**config.mk**
```make
export PLATFORM = sky130hd
export DESIGN_NAME = gpio_port12_ctrl
export DESIGN_NICKNAME = d
export VERILOG_FILES = /design/src/rtl/gpio_port12_pkg.sv /design/src/rtl/gpio_port12_ctrl.sv
export VERILOG_INCLUDE_DIRS = /design/src /design/src/rtl
export SDC_FILE = /design/constraint.sdc
export NUM_CORES = 1
export LEC_CHECK = 0
export ABC_AREA = 0
export BUFFER_PORTS_ARGS = -buffer_cell sky130_fd_sc_hd__buf_2
export CORE_ASPECT_RATIO = 0.6
export CORE_MARGIN = 10
export CORE_UTILIZATION = 44
export DETAILED_ROUTE_END_ITERATION = 8
export PLACE_DENSITY = 0.8
export SLEW_MARGIN = 25
export SYNTH_ARGS = -nofsm -noshare
export SYNTH_HDL_FRONTEND = slang
export SYNTH_SLANG_ARGS = --single-unit
```
**constraint.sdc**
```tcl
create_clock -name i_mclk -period 1.5 [get_ports i_mclk]
set_input_delay 0.075 -clock i_mclk [delete_from_list [all_inputs] [get_ports i_mclk]]
set_output_delay 0.075 -clock i_mclk [all_outputs]
set_load 0.05 [all_outputs]
```
**src/rtl/gpio_port12_defines.svh**
```systemverilog
// Purpose: Offsets, field positions, reset values for the port 1/2 block
// Assumes: Avalon-MM byte addresses, one 32-bit word per register
// Notes: Data sits in bits 7:0, upper bits read as zero
`ifndef GPIO_PORT12_DEFINES_SVH
`define GPIO_PORT12_DEFINES_SVH

// ****************************************
// Register byte offsets
// ****************************************
`define OFS_PIN_FUNCTION_SELECT 5'h00
`define OFS_PORT1_DIRECTION 5'h04
`define OFS_PORT1_OUTPUT_DATA 5'h08
`define OFS_PORT1_PULLUP_ENABLE 5'h0C
`define OFS_PORT2_DIRECTION 5'h10
`define OFS_PORT2_OUTPUT_DATA 5'h14

// ****************************************
// Field positions in pin_function_select
// ****************************************
`define FSEL_EXT_INT3_BIT 7
`define FSEL_EXT_INT2_BIT 6
`define FSEL_EXT_INT1_BIT 5
`define FSEL_EXT_INT0_BIT 4
`define FSEL_TXD_BIT 1
`define FSEL_TIMER_OUT_BIT 0

// ****************************************
// Masks and reset values
// ****************************************
`define P1_IMPL_MASK 8'hF7
`define P1_RSVD_ONES 8'h08
`define P2_IMPL_MASK 8'h07
`define P2_RSVD_ONES 8'hF8
`define FSEL_IMPL_MASK 8'hF3
`define FSEL_RSVD_ONES 8'h0C
`define REG_RESET 8'h00
`define WO_READ_VALUE 8'hFF
`define LINE_IDLE 1'b1

`endif

```
**src/rtl/gpio_port12_pkg.sv**
```systemverilog
// Purpose: Types shared by the port 1/2 block
// Assumes: Nothing beyond the defines header
// Notes: Constants live in the defines header
package gpio_port12_pkg;
  typedef logic [7:0] reg8_t;
  typedef logic [4:0] bus_addr_t;
  typedef enum {BUS_IDLE, BUS_DONE} bus_st_e;
endpackage

```
**src/rtl/gpio_port12_ctrl.sv**
```systemverilog
// Purpose: Port 1 and port 2 pin control with Avalon-MM registers
// Assumes: Peripheral signals are on i_mclk; pins are asynchronous
// Notes: Every pin output is registered, so pins follow registers one cycle later
//
// Functional notes
// - Port 1 general pin: direction 1 drives output, 0 makes input.
// - Port 1 direction is write-only per bit, resets 0, bit 3 reserved.
// - Port 1 data and pull-up bit 3 always read as 1.
// - Port 1 data register holds output values, resets to 0.
// - Data read returns stored bit where direction is output.
// - Data read returns pin level where direction is input.
// - Pull-up acts only on input pins, never on driven pins.
// - Pull-up bit 1 turns pull-up on, 0 off, resets 0.
// - Selected pin 7 feeds interrupt 3 and timer trigger, direction ignored.
// - Pins 6..4 feed interrupts 2..0, pin 0 outputs timer; pins 2,1 plain.
// - Port 2 function select and serial settings beat direction bits.
// - Port 2 direction bits 2..0 write-only, reset 0, 1 output.
// - Function select: 7..4 interrupts, 1 transmit, 0 timer; reset 0.
// - Port 2 data read: output bits stored value, input bits pins.
`timescale 1ns/100ps
`include "gpio_port12_defines.svh"

module gpio_port12_ctrl
(
  input wire logic i_mclk,
  input wire logic i_rst,
  input wire gpio_port12_pkg::bus_addr_t i_avs_address,
  input wire logic i_avs_read,
  input wire logic i_avs_write,
  input wire logic [31:0] i_avs_writedata,
  input wire logic [3:0] i_avs_byteenable,
  output logic [31:0] o_avs_readdata,
  output logic o_avs_waitrequest,
  input wire logic [7:0] i_p1_pin,
  output logic [7:0] o_p1_out,
  output logic [7:0] o_p1_oe,
  output logic [7:0] o_p1_pullup,
  input wire logic [2:0] i_p2_pin,
  output logic [2:0] o_p2_out,
  output logic [2:0] o_p2_oe,
  input wire logic i_timer_waveform_output,
  input wire logic i_serial_txd,
  input wire logic i_serial_rx_enable,
  input wire logic i_serial_sck_in_enable,
  input wire logic i_serial_sck_out_enable,
  input wire logic i_serial_sck_out,
  output logic [3:0] o_ext_interrupt_line,
  output logic o_timer_trigger_input,
  output logic o_serial_rxd,
  output logic o_serial_sck_in
);
  import gpio_port12_pkg::*;

  // ****************************************
  // Registers
  // ****************************************
  reg8_t fsel_q;
  reg8_t p1_dir_q;
  reg8_t p1_data_q;
  reg8_t p1_pu_q;
  reg8_t p2_dir_q;
  reg8_t p2_data_q;
  reg8_t p1_s1_q;
  reg8_t p1_s2_q;
  logic [2:0] p2_s1_q;
  logic [2:0] p2_s2_q;
  bus_st_e bus_st_q;
  bus_st_e bus_st_d;

  // ****************************************
  // Bus decode
  // ****************************************
  wire req = i_avs_read | i_avs_write;
  wire take = req && (bus_st_q == BUS_IDLE);
  wire wr_en = i_avs_write && (bus_st_q == BUS_DONE) && i_avs_byteenable[0];
  wire hit_fsel = (i_avs_address == `OFS_PIN_FUNCTION_SELECT);
  wire hit_p1_dir = (i_avs_address == `OFS_PORT1_DIRECTION);
  wire hit_p1_dat = (i_avs_address == `OFS_PORT1_OUTPUT_DATA);
  wire hit_p1_pu = (i_avs_address == `OFS_PORT1_PULLUP_ENABLE);
  wire hit_p2_dir = (i_avs_address == `OFS_PORT2_DIRECTION);
  wire hit_p2_dat = (i_avs_address == `OFS_PORT2_OUTPUT_DATA);
  wire reg8_t wbyte = i_avs_writedata[7:0];

  // Mixed reads: stored value where output, synchronised pin where input
  wire reg8_t p1_rd = (p1_data_q & p1_dir_q) | (p1_s2_q & ~p1_dir_q);
  wire reg8_t p1_dat_rd = (p1_rd & `P1_IMPL_MASK) | `P1_RSVD_ONES;
  wire reg8_t p1_pu_rd = (p1_pu_q & `P1_IMPL_MASK) | `P1_RSVD_ONES;
  wire [2:0] p2_rd = (p2_data_q[2:0] & p2_dir_q[2:0]) | (p2_s2_q & ~p2_dir_q[2:0]);
  wire reg8_t p2_dat_rd = {5'h1F, p2_rd};
  wire reg8_t fsel_rd = (fsel_q & `FSEL_IMPL_MASK) | `FSEL_RSVD_ONES;

  // Write-only direction registers give a fixed pattern, not their contents
  wire reg8_t rd_mux =
    hit_fsel ? fsel_rd :
    (hit_p1_dir || hit_p2_dir) ? `WO_READ_VALUE :
    hit_p1_dat ? p1_dat_rd :
    hit_p1_pu ? p1_pu_rd :
    hit_p2_dat ? p2_dat_rd : `REG_RESET;

  always_comb
  begin
    unique case (bus_st_q)
      BUS_IDLE: bus_st_d = req ? BUS_DONE : BUS_IDLE;
      BUS_DONE: bus_st_d = BUS_IDLE;
    endcase
  end

  always_ff @(posedge i_mclk)
  begin
    if (i_rst)
    begin
      bus_st_q <= BUS_IDLE;
      o_avs_waitrequest <= 1'b1;
      o_avs_readdata <= 32'h0000_0000;
    end
    else
    begin
      bus_st_q <= bus_st_d;
      o_avs_waitrequest <= !take;
      if (take && i_avs_read)
        o_avs_readdata <= {24'h00_0000, rd_mux};
    end
  end

  // ****************************************
  // Software registers
  // ****************************************
  always_ff @(posedge i_mclk)
  begin
    if (i_rst)
    begin
      fsel_q <= `REG_RESET;
      p1_dir_q <= `REG_RESET;
      p1_data_q <= `REG_RESET;
      p1_pu_q <= `REG_RESET;
      p2_dir_q <= `REG_RESET;
      p2_data_q <= `REG_RESET;
    end
    else if (wr_en)
    begin
      if (hit_fsel)
        fsel_q <= wbyte & `FSEL_IMPL_MASK;
      if (hit_p1_dir)
        p1_dir_q <= wbyte & `P1_IMPL_MASK;
      if (hit_p1_dat)
        p1_data_q <= wbyte & `P1_IMPL_MASK;
      if (hit_p1_pu)
        p1_pu_q <= wbyte & `P1_IMPL_MASK;
      if (hit_p2_dir)
        p2_dir_q <= wbyte & `P2_IMPL_MASK;
      if (hit_p2_dat)
        p2_data_q <= wbyte & `P2_IMPL_MASK;
    end
  end

  // ****************************************
  // Pin synchronisers
  // ****************************************
  always_ff @(posedge i_mclk)
  begin
    if (i_rst)
    begin
      p1_s1_q <= 8'h00;
      p1_s2_q <= 8'h00;
      p2_s1_q <= 3'h0;
      p2_s2_q <= 3'h0;
    end
    else
    begin
      p1_s1_q <= i_p1_pin;
      p1_s2_q <= p1_s1_q;
      p2_s1_q <= i_p2_pin;
      p2_s2_q <= p2_s1_q;
    end
  end

  // ****************************************
  // Port 1 pin steering
  // ****************************************
  // Alternate-input select per pin; bit 3 has no pin, its driver stays off
  wire reg8_t p1_alt_in = {fsel_q[7:4], 4'h0};
  wire p1_alt_out0 = fsel_q[`FSEL_TIMER_OUT_BIT];
  reg8_t p1_oe_d;
  reg8_t p1_out_d;
  genvar gi;
  generate
    for (gi = 0; gi < 8; gi++)
    begin : g_p1
      if (gi == 3)
      begin : g_rsvd
        assign p1_oe_d[gi] = 1'b0;
        assign p1_out_d[gi] = 1'b0;
      end
      else if (gi == 0)
      begin : g_tmo
        assign p1_oe_d[gi] = p1_alt_out0 | p1_dir_q[gi];
        assign p1_out_d[gi] = p1_alt_out0 ? i_timer_waveform_output : p1_data_q[gi];
      end
      else
      begin : g_gen
        assign p1_oe_d[gi] = !p1_alt_in[gi] && p1_dir_q[gi];
        assign p1_out_d[gi] = p1_data_q[gi];
      end
    end
  endgenerate

  // Pull-up gated by the real driver state so a timer output never fights it
  wire reg8_t p1_pu_d = p1_pu_q & ~p1_oe_d & `P1_IMPL_MASK;

  // Unselected interrupt and trigger lines rest at their idle level
  wire [3:0] irq_d;
  assign irq_d[3] = fsel_q[`FSEL_EXT_INT3_BIT] ? p1_s2_q[7] : `LINE_IDLE;
  assign irq_d[2] = fsel_q[`FSEL_EXT_INT2_BIT] ? p1_s2_q[6] : `LINE_IDLE;
  assign irq_d[1] = fsel_q[`FSEL_EXT_INT1_BIT] ? p1_s2_q[5] : `LINE_IDLE;
  assign irq_d[0] = fsel_q[`FSEL_EXT_INT0_BIT] ? p1_s2_q[4] : `LINE_IDLE;
  wire trg_d = fsel_q[`FSEL_EXT_INT3_BIT] ? p1_s2_q[7] : `LINE_IDLE;

  // ****************************************
  // Port 2 pin steering
  // ****************************************
  wire txd_sel = fsel_q[`FSEL_TXD_BIT];
  wire sck_drv = !i_serial_sck_in_enable && i_serial_sck_out_enable;
  wire [2:0] p2_oe_d;
  wire [2:0] p2_out_d;
  assign p2_oe_d[2] = txd_sel | p2_dir_q[2];
  assign p2_out_d[2] = txd_sel ? i_serial_txd : p2_data_q[2];
  assign p2_oe_d[1] = !i_serial_rx_enable && p2_dir_q[1];
  assign p2_out_d[1] = p2_data_q[1];
  assign p2_oe_d[0] = sck_drv || (!i_serial_sck_in_enable && p2_dir_q[0]);
  assign p2_out_d[0] = sck_drv ? i_serial_sck_out : p2_data_q[0];
  wire rxd_d = i_serial_rx_enable ? p2_s2_q[1] : `LINE_IDLE;
  wire sck_in_d = i_serial_sck_in_enable ? p2_s2_q[0] : `LINE_IDLE;

  // ****************************************
  // Output registers
  // ****************************************
  always_ff @(posedge i_mclk)
  begin
    if (i_rst)
    begin
      o_p1_out <= 8'h00;
      o_p1_oe <= 8'h00;
      o_p1_pullup <= 8'h00;
      o_p2_out <= 3'h0;
      o_p2_oe <= 3'h0;
      o_ext_interrupt_line <= 4'hF;
      o_timer_trigger_input <= 1'b1;
      o_serial_rxd <= 1'b1;
      o_serial_sck_in <= 1'b1;
    end
    else
    begin
      o_p1_out <= p1_out_d;
      o_p1_oe <= p1_oe_d;
      o_p1_pullup <= p1_pu_d;
      o_p2_out <= p2_out_d;
      o_p2_oe <= p2_oe_d;
      o_ext_interrupt_line <= irq_d;
      o_timer_trigger_input <= trg_d;
      o_serial_rxd <= rxd_d;
      o_serial_sck_in <= sck_in_d;
    end
  end

  wire ack_rd = !o_avs_waitrequest && i_avs_read;
endmodule // gpio_port12_ctrl

```
==> results of run 1 <==
==> power by group through the flow <==
stage	Clock, mW	Combinational [mW]	Sequential, mW
after floorplan	0	0.344	2.71
after global placement	0	0.459	2.66
after detailed placement	0	0.465	2.66
after CTS	2.37	0.498	2.61
after global routing	2.50	0.537	2.61
final	2.31	0.504	2.61
==> synthesized netlist by cell type, drive strengths merged <==
cell type,n,share of area (%)
o21ai,4,0.55
o211ai,4,0.83
buf,33,6.8
nor2b,40,6.9
or3,1,0.17
or2,2,0.35
nand2b,7,1.2
a21oi,6,0.83
nand3,4,0.69
or4,1,0.21
nor3b,3,0.62
or3b,2,0.48
dfxtp,96,53
a32o,2,0.55
a311oi,1,0.24
nor2,49,5.1
nor4,4,2.1
mux2i,45,12
o21a,1,0.21
conb,1,0.10
inv,8,0.83
nand2,12,1.2
clkbuf,13,1.3
o221ai,6,1.5
nor3,7,0.97
or4b,1,0.38
nor4b,1,0.24
==> per-layer routing <==
layer  part of all wire (%)  global-route usage, %  vias to the layer above
li1                       -                      -                     1330
met3                    9.9                  7.444                        4
met2                     42                  19.53                       86
met4                   0.51                  2.710                        0
met5                      0                      0                        -
met1                     47                  18.41                     1232
==> logic make-up after synthesis <==
| logic type | after synthesis | synth area share [%] |
|---|---|---|
| AO/OA/AOI/OAI | 24 | 4.666 |
| buffers and inverters | 54 | 9.022 |
| flip-flops | 96 | 53.09 |
| multiplexers | 45 | 12.44 |
| other | 1 | 0.1036 |
| AND/OR/NAND/NOR | 134 | 20.67 |
==> through the flow <==
step / setup TNS (ps) / total power, mW
floorplan: 0 / 3.055
global placement: -12.96 / 3.121
detailed placement: -458.1 / 3.129
CTS: 0 / 5.479
global route: 0 / 5.648
finish: 0 / 5.420
==> cell type report <==
cell class | instances | area, um^2
sequential | 96 | 1923
clock buffer | 11 | 252.7
multi-input combinational | 230 | 1476
fill | 695 | 3349
timing repair buffer | 115 | 723.2
inverter | 8 | 30.03
clock inverter | 5 | 55.05
tap | 108 | 135.1
==> sequential cells by signal, indices dropped and copies added (netlist names), 6 cells and up <==
signal and flops:
p1_s2_q 7, o_p1_oe 7, p1_s1_q 7, o_p1_out 7
p1_data_q 7, p1_pu_q 7, o_p1_pullup 7, o_avs_readdata 8
p1_dir_q 7, fsel_q 6
==> final timing paths <==
path	slack, ps	depth (start not counted)	from	to
setup / recovery	70	4	bus_st_q[0]$_SDFF_PP0_	p2_dir_q[1]$_SDFFE_PP0P_
hold / removal	10	2	i_avs_read	bus_st_q[0]$_SDFF_PP0_
setup reg to reg	70	4	bus_st_q[0]$_SDFF_PP0_	p2_dir_q[1]$_SDFFE_PP0P_
hold reg to reg	430	1	fsel_q[7]$_SDFFE_PP0P_	o_timer_trigger_input$_SDFF_PP1_
==> timing repair <==
item                                    CTS  global route
endpoints found under the hold margin    15             0
pin swaps                                 0             1
hold buffers                             16             0
endpoints found under the setup margin    6            16
setup buffers                             0             2
resized for setup                         2             1
==> worst register-to-register path: stages (launching register included) <==
cell     delay (ps)
dfxtp_2         350
nand3_4         100
or4_1           610
mux2i_1         200
nor2_1           50
==> key figures, run 1 <==
Clock network
  – CTS buffer count: 9
  – H-tree Lvls: 3
  – Clock Latency Late Sink: 340 ps
  – Clock Path Buffers: 2
  – # clock sinks: 96
  – CTS clk-pin slew, worst paths: 60 ps
  – CTS tree: done
  – Root Buffer: clkbuf_16

Flow run
  – Max-cap violations: 0

Drt
  – Final Routed Wirelength: 8.501 mm
  – Antenna-violating nets left: 0
  – DR WL/cell: 14.84 um
  – First drt pass iteration count: 5
  – Remaining DRCs: 0
  – Initial DRC count: 150
  – Routed vias/inst: 4.628
  – DR vias: 2,652

Timing
  – RSZ-0062 raised after global routing: no
  – Setup ws final: 66.74 ps
  – Period utilization: 95.55%
  – Worst Skew: 8.314 ps
  – Fin crit period: 1433 ps
  – Slew Limit Fails: 0
  – Hold Slack: 14.72 ps
  – Setup-failing EPs final: 0
  – Max Clock Freq: 0.6977 GHz
  – Final hold vios: 0

Global routing
  – Tot GR Track Use: 13.91%
  – Vias in the first global route: 2,638
  – Grt total ovfl: 0
  – Global-route wire length before repair: 13.70 mm
  – Largest net degree at the start of global routing: 29
  – Initial antenna violation count: 0

Synth
  – Yosys Warn Count: 0
  – Mapped Area: 3620 um^2
  – Mapped Cells: 354
  – Sequential area share after synthesis: 53.09%
  – FF+latch count, synth: 96
  – Mean Syn Cell Area: 10.23 um^2
  – Number of distinct library cells after synthesis: 32

Pwr
  – Sequential share of power: 48.1%
  – Pwr/cell area: 1179 nW/um^2
  – Comb power frac: 9.3%
  – Worst IR Drop VDD: 0.0006194 V
  – Psw: 1.307 mW
  – Internal power: 4.113 mW
  – Sw Ratio: 24.11%
  – Clk pwr share: 42.6%
  – Pleak: 1.989 nW

Layout
  – Area Overhead vs Synth: 26.96%
  – Nets: 522
  – Commonest non-fill, non-tap cells in the layout: dfxtp_1 (95), buf_2 (75), nor2_1 (49)
  – Leading cell type in the layout, fill and taps excluded: dfxtp_1
  – Non-Filler Instances: 573
  – Layout cell share with drive strength beyond 1: 26.67%
  – Number of diodes: 0
  – Final core occ: 57.84%
  – Post-route cell area: 4596 um^2

Worst setup path
  – Crit. End Element: register
  – Worst Path Required: 1720 ps
  – Delay-heaviest family, CP: simple AND/OR/NAND/NOR gates
  – Slowest cell on the critical path: or4_1
  – Critical path arrival: 1650 ps
  – Slowest Stage Delay on Critical Path: 610 ps
  – Buffers & Inverters on Critical Path: 0
  – Kind of critical path: reg2reg
  – Worst Path Max Fanout: 5
  – Type of origin of the critical path: register
  – Critical Path, Cell by Cell: nand3_4 > or4_1 > mux2i_1 > nor2_1

Min path
  – Worst hold path class: in2reg

Place
  – Place WS: -77.66 ps
  – Placed cell area: 4104 um^2
  – Post-DP HPWL: 6.412 mm
  – Placed cell count: 539
  – Routability cong.: 0.8688
  – Port Buffers: 75

Outcome
  – Status: completed

Die
  – Die area: 12,370 um^2
  – Core Footprint: 7945 um^2
  – Row count: 25
  – Die Y-Extent: 90.26 um
  – DIE WIDTH: 137.1 um
  – Ports: 132
  – Initial Util: 45.56%
(Power assumes the default switching activity.)
==> run 2, diff against run 1 <==
--- a/config.mk
+++ b/config.mk
@@ -6,11 +6,12 @@
 export SDC_FILE = /design/constraint.sdc
 export NUM_CORES = 1
 export LEC_CHECK = 0
-export ABC_AREA = 0
+export ABC_AREA = 1
 export BUFFER_PORTS_ARGS = -buffer_cell sky130_fd_sc_hd__buf_2
 export CORE_ASPECT_RATIO = 0.6
 export CORE_MARGIN = 10
 export CORE_UTILIZATION = 44
+export CTS_CLUSTER_DIAMETER = 150
 export DETAILED_ROUTE_END_ITERATION = 8
 export PLACE_DENSITY = 0.8
 export SLEW_MARGIN = 25
==> run 2 against run 1 <==
Hold slack improved by 0.76 ps. Highest routed layer unchanged. Register-to-register slack improved by 80 ps. Power rose by 3.1%. Clock power rose by 6%. Combinational power rose by 4%. Critical path type unchanged.
==> key figures, run 2 <==
Clock network
  – CTS clk-pin slew, worst paths: 70 ps (about the same)
  – CTS tree: done
  – Clock Latency Late Sink: 350 ps (about the same)
  – CTS buffer count: 9 (unchanged)
  – # clock sinks: 96 (unchanged)
  – Post-CTS resize count: 0 (-2)
  – H-tree Lvls: 3 (unchanged)
  – Clock Path Buffers: 2 (unchanged)
  – Root Buffer: clkbuf_16

Place
  – Post-DP HPWL: 6.887 mm (+7.4%)
  – Port Buffers: 75 (unchanged)
  – Routability cong.: 0.8792 (+1.2%)
  – Place WS: 165.4 ps (+243.1 ps)
  – Placed cell count: 626 (+16%)

Worst setup path
  – Kind of critical path: reg2reg
  – Type of origin of the critical path: register
  – Buffers & Inverters on Critical Path: 1 (+1)
  – Worst Path Required: 1730 ps (about the same)
  – Slowest Stage Delay on Critical Path: 330 ps (-280 ps)
  – Critical Path, Cell by Cell: nand3_1 > inv_1 > nand2_2 > o21ai_0 > a21oi_1
  – Delay-heaviest family, CP: simple AND/OR/NAND/NOR gates
  – Critical path arrival: 1580 ps (-70 ps)
  – Worst Path Max Fanout: 13 (+8)
  – Crit. End Element: register
  – Slowest cell on the critical path: dfxtp_1

Layout
  – Commonest non-fill, non-tap cells in the layout: dfxtp_1 (96), nor2_1 (78), buf_2 (75)
  – Number of diodes: 0 (unchanged)
  – Leading cell type in the layout, fill and taps excluded: dfxtp_1
  – Biggest register: o_avs_readdata
  – Layout cell share with drive strength beyond 1: 20.91% (-5.8 points)
  – Nets: 607 (+16%)
  – Fill cells: 778 (+12%)
  – Max reg flops: 8 (unchanged)
  – Area of the multi-input gates: 1267 um^2 (-14%)
  – Area Overhead vs Synth: 23.07%
  – Reg area: 1922 um^2 (about the same)
  – Non-Filler Instances: 658 (+15%)

Synth
  – Ys async rst share: 0% (unchanged)
  – Ys flop type: dfxtp_1
  – Number of distinct library cells after synthesis: 27 (-16%)
  – Mean Syn Cell Area: 8.068 um^2 (-21%)
  – Top cells by area, synth: dfxtp_1 (53%), nor2_1 (8.0%), inv_1 (6.8%)
  – Top cell types by occurrence after synthesis: dfxtp_1 (96), nor2_1 (78), inv_1 (66)
  – Mapped Area: 3655 um^2 (+0.97%)
  – Top-area cell type share of the netlist area: 52.58% (-0.51 points)
  – Yosys Warn Count: 0 (unchanged)
  – EDFF count, synth: 0 (unchanged)
  – Largest area contributor in the netlist: dfxtp_1
  – Sequential area share after synthesis: 52.58% (-0.51 points)
  – Count leader, synth: dfxtp_1
  – FF+latch count, synth: 96 (unchanged)
  – Mapped Cells: 453 (+28%)

Timing
  – Worst Skew: 11.36 ps (+3.045 ps)
  – Setup-failing EPs final: 0 (unchanged)
  – Setup ws final: 141.8 ps (+75.09 ps)
  – Fin crit period: 1358 ps (-75.09 ps)
  – Period utilization: 90.54% (-5.0 points)
  – RSZ-0062 raised after global routing: no
  – Setup TNS: 0 ps (unchanged)
  – Max Clock Freq: 0.7363 GHz (+5.5%)
  – Slew Limit Fails: 0 (unchanged)
  – Final hold vios: 0 (unchanged)

Outcome
  – Status: completed

Drt
  – DR vias: 3,034 (+14%)
  – Final Routed Wirelength: 9.398 mm (+11%)
  – Initial DRC count: 217 (+45%)
  – Antenna-violating nets left: 0 (unchanged)
  – Routed vias/inst: 4.611 (-0.37%)
  – DR WL/cell: 14.28 um (-3.7%)
  – First drt pass iteration count: 5 (unchanged)
  – Remaining DRCs: 0 (unchanged)

Global routing
  – GR Layer Usage met1: 19.65% (+1.2 points)
  – GRT busiest layer: met2
  – Largest net degree at the start of global routing: 46 (+59%)
  – Vias in the first global route: 3,049 (+16%)
  – Met2 usage in global routing: 23.61% (+4.1 points)
  – Initial antenna violation count: 1 (+1)
  – Grt met3 use: 5.944% (-1.5 points)
  – Global-route wire length before repair: 15.24 mm (+11%)
  – Grt total ovfl: 0 (unchanged)
  – Tot GR Track Use: 15.53% (+1.6 points)

Min path
  – Worst hold path class: in2reg

Die
  – Ports: 132 (unchanged)
  – Die Y-Extent: 90.60 um (+0.38%)
  – Core Footprint: 7976 um^2 (+0.39%)
  – Row count: 25 (unchanged)
  – Die area: 12,470 um^2 (+0.79%)
  – Initial Util: 45.82% (+0.26 points)
  – DIE WIDTH: 137.7 um (+0.41%)

Pwr
  – Pleak: 2.052 nW (+3.1%)
  – Worst IR Drop VDD: 0.0006002 V (-3.1%)
  – Pwr/cell area: 1242 nW/um^2 (+5.3%)

Flow run
  – Max-cap violations: 0 (unchanged)
[run 2: changes by cell type after synthesis, moves of 7 or more]
cell	delta
o21ai_0	+30
inv_1	+58
nand2b_1	-7
o21ai_1	+12
mux2i_1	-45
nor2b_1	-40
nor2_1	+29
a21oi_1	+42
nand2_1	+20
[run 2: where the power goes]
group | switching (mW) | internal (mW) | leakage [nW] | total, mW
registers | 0.0159 | 2.60 | 0.780 | 2.61
clock network | 0.950 | 1.50 | 0.152 | 2.45
logic | 0.395 | 0.128 | 1.12 | 0.523
total | 1.36 | 4.23 | 2.05 | 5.59
[run 2: through the flow]
stage               util [%]  area [um^2]  power (mW)  hold WS (ps)
finish                 56.39         4498       5.588         15.48
global route           56.39         4498       5.794         32.77
CTS                    56.39         4498       5.613         9.100
detailed placement     50.34         4015       3.154         263.7
global placement       50.34         4015       3.146         256.6
floorplan                  -         3752       3.080         152.6
[run 2: layout make-up]
class | count | share of cell area [%]
tap | 108 | 3.004
multi-input combinational | 269 | 28.18
inverter | 72 | 6.008
timing repair buffer | 97 | 12.91
clock buffer | 11 | 5.396
sequential | 96 | 42.73
clock inverter | 5 | 1.780
[run 2: repair_timing]
item / in CTS / in global routing
hold endpoints to repair: 17 / 0
setup buffers: 0 / 0
hold buffers: 16 / 0
[run 2: final timing paths]
check | slack (ps) | cells after the start | endpoint | start
worst min register to register | 400 | 2 | p1_s2_q[1]$_SDFF_PP0_ | p1_s1_q[1]$_SDFF_PP0_
worst min-delay path | 20 | 3 | p1_dir_q[7]$_SDFFE_PP0P_ | i_avs_writedata[7]
worst max-delay path | 140 | 5 | p1_data_q[1]$_SDFFE_PP0P_ | bus_st_q[0]$_SDFF_PP0_
worst max register to register | 140 | 5 | p1_data_q[1]$_SDFFE_PP0P_ | bus_st_q[0]$_SDFF_PP0_
[run 2: kinds of logic after synthesis]
logic type	count (synthesis)	share of synthesized area, %
buf+inv	114	15.41
other cells	1	0.1026
compound gates	101	14.31
simple gates	141	17.60
flops	96	52.58
[run 2: worst reg2reg max path: cells and delay by family (launching register included)]
kind | cells | cell delay [ps]
buf+inv | 1 | 190
simple gates | 2 | 430
flops | 1 | 330
compound gates | 2 | 290
[run 2: metal layers]
layer / vias up / wire [um]
met5: - / 0
met4: 0 / 90
met3: 9 / 863
met2: 102 / 4187
met1: 1375 / 4256
li1: 1548 / -
==> run 3, diff against run 2 <==
==> constraint.sdc (replaced) <==
create_clock -name i_mclk -period 1.5 [get_ports i_mclk]
set_input_delay 0.3 -clock i_mclk [delete_from_list [all_inputs] [get_ports i_mclk]]
set_output_delay 0.3 -clock i_mclk [all_outputs]
set_load 0.05 [all_outputs]
==> run 3 against run 2 <==
Design area shrank 3.0%. Die area did not move. Utilization down 1.7 points. Clock-buffer cell count rose by 1. Wire length shrank 3.1%. Combinational power decreased by 4.8%. Critical path type unchanged. Clock power is 12% lower. Setup slack improved by 40 ps. Sequential cell count unchanged. Critical endpoint is now fsel_q[7]$_SDFFE_PP0P_.
==> key figures, run 3 (synthesized netlist as in run 2, its figures left out) <==
Worst setup path
  – Slowest cell on the critical path: dfxtp_1
  – Buffers & Inverters on Critical Path: 1 (unchanged)
  – Crit. End Element: register
  – Critical Path Start: bus_st_q[0]$_SDFF_PP0_
  – FF-to-FF setup slack: 180 ps (+40 ps)
  – Worst Path Required: 1720 ps (about the same)
  – Worst Path Max Fanout: 12 (-1)
  – Delay-heaviest family, CP: simple AND/OR/NAND/NOR gates
  – Critical Path, Cell by Cell: nand3_2 > inv_1 > nand2_2 > o21ai_0 > a21oi_1
  – Slowest Stage Delay on Critical Path: 350 ps (+20 ps)
  – R2R Path Start: bus_st_q[0]$_SDFF_PP0_
  – Type of origin of the critical path: register
  – Kind of critical path: reg2reg
  – Critical path arrival: 1540 ps (-40 ps)

Pwr
  – Pwr Total: 5.276 mW (-5.6%)
  – Comb power frac: 9.4% (about the same)
  – Sequential share of power: 49.5% (+2.8 points)
  – Sw Ratio: 25.69% (+1.3 points)
  – Psw: 1.356 mW (-0.39%)
  – Pwr/cell area: 1209 nW/um^2 (-2.7%)
  – Internal power: 3.921 mW (-7.3%)
  – Pleak: 1.999 nW (-2.6%)
  – Worst IR Drop VDD: 0.0006218 V (+3.6%)
  – Clk pwr share: 41.0% (-2.9 points)

Global routing
  – Largest net degree at the start of global routing: 46 (unchanged)
  – Grt total ovfl: 0 (unchanged)
  – Global-route wire length before repair: 14.46 mm (-5.1%)
  – Initial antenna violation count: 0 (-1)
  – Tot GR Track Use: 14.89% (-0.63 points)
  – Vias in the first global route: 2,840 (-6.9%)

Drt
  – Final Routed Wirelength: 9.106 mm (-3.1%)
  – Antenna-violating nets left: 0 (unchanged)
  – Routed vias/inst: 4.577 (-0.73%)
  – DR vias: 2,966 (-2.2%)
  – First drt pass iteration count: 6 (+1)
  – DR WL/cell: 14.05 um (-1.6%)
  – Remaining DRCs: 0 (unchanged)
  – Initial DRC count: 209 (-3.7%)

Layout
  – Final core occ: 54.70% (-1.7 points)
  – Fill cells: 743 (-4.5%)
  – Nets: 597 (-1.6%)
  – Leading cell type in the layout, fill and taps excluded: dfxtp_1
  – Reg area: 1922 um^2 (unchanged)
  – Biggest register: o_avs_readdata
  – Number of diodes: 0 (unchanged)
  – Commonest non-fill, non-tap cells in the layout: dfxtp_1 (96), nor2_1 (78), buf_2 (75)
  – Layout cell share with drive strength beyond 1: 22.59% (+1.7 points)
  – Area Overhead vs Synth: 19.38%
  – Max reg flops: 8 (unchanged)
  – Area of the multi-input gates: 1272 um^2 (+0.39%)

Clock network
  – CTS clk-pin slew, worst paths: 60 ps (about the same)
  – Clock Latency Late Sink: 350 ps (about the same)
  – H-tree Lvls: 3 (unchanged)
  – Setup Fix Bufs, Post-CTS: 0 (unchanged)
  – # clock sinks: 96 (unchanged)
  – CTS Hold Bufs: 0 (-16)
  – Root Buffer: clkbuf_16
  – Clock Path Buffers: 2 (unchanged)
  – CTS tree: done
  – CTS buffer count: 9 (unchanged)

Die
  – Initial Util: 45.82% (unchanged)
  – DIE WIDTH: 137.7 um (unchanged)
  – Die Y-Extent: 90.60 um (unchanged)
  – Ports: 132 (unchanged)
  – Core Footprint: 7976 um^2 (unchanged)
  – Die area: 12,470 um^2 (unchanged)
  – Row count: 25 (unchanged)

Timing
  – Final hold vios: 0 (unchanged)
  – RSZ-0062 raised after global routing: no
  – Fin crit period: 1318 ps (-40.17 ps)
  – Setup TNS: 0 ps (unchanged)
  – Period utilization: 87.87% (-2.7 points)
  – Setup-failing EPs final: 0 (unchanged)
  – Worst Skew: 8.299 ps (-3.061 ps)
  – Max Clock Freq: 0.7587 GHz (+3.0%)
  – Slew Limit Fails: 0 (unchanged)

Min path
  – Worst hold path class: in2reg
  – Min-delay src: i_serial_rx_enable

Outcome
  – Status: completed

Place
  – Routability cong.: 0.9000 (+2.4%)
  – Port Buffers: 75 (unchanged)
  – Post-DP HPWL: 6.864 mm (-0.34%)

Flow run
  – Max-cap violations: 0 (unchanged)
run 3: cell types whose count changed in the layout (fill, tap and decap cells not counted), sizes merged:
cell / before / now
buf: 81 / 87
bufinv: 2 / 0
dlygate4sd3: 16 / 0
clkbuf: 11 / 12
clkinv: 1 / 2
run 3: per-stage QoR:
stage          area (um^2)  hold slack [ps]  instances  setup slack, ps
3_5_place_dp          4073            392.9        632           -11.66
6_report              4363            126.8        648            182.0
5_1_grt               4363            117.7        648            74.86
2_1_floorplan         3752            377.6        479            269.2
4_1_cts               4358            112.2        648            89.80
3_3_place_gp          4073            389.9        632            40.78
run 3: routing by layer:
metal,routed length (um),GRT usage [%],vias up,share of wire [%]
met2,4021,21.74,103,44
met4,47,4.108,0,0.52
met1,4141,18.89,1323,45
met5,0,0,-,0
li1,-,-,1532,-
met3,897,7.333,8,9.9
run 3: area by class of cell:
cell class | count | area share, %
tap | 108 | 3.097
clock buffer | 12 | 5.879
timing repair buffer | 87 | 10.95
clock inverter | 4 | 0.6596
inverter | 72 | 6.194
multi-input combinational | 269 | 29.17
sequential | 96 | 44.05
run 3: timing repair:
action / 4_1_cts / 5_1_grt
setup endpoints to repair: 0 / 4
resized for setup: 0 / 1
endpoints found under the hold margin: 0 / 0
run 3: final timing paths:
check,end,cells after the start
worst max-delay path,fsel_q[7]$_SDFFE_PP0P_,5
worst min-delay path,o_p2_oe[1]$_SDFF_PP0_,2
worst max register to register,fsel_q[7]$_SDFFE_PP0P_,5
worst min register to register,p1_s2_q[7]$_SDFF_PP0_,2
run 3: power by group through the flow:
stage | logic [mW] | registers, mW | clock network, mW
after global routing | 0.539 | 2.62 | 2.35
final | 0.498 | 2.61 | 2.16
after floorplan | 0.351 | 2.73 | 0
after detailed placement | 0.492 | 2.67 | 0
after global placement | 0.487 | 2.67 | 0
after CTS | 0.493 | 2.61 | 2.20
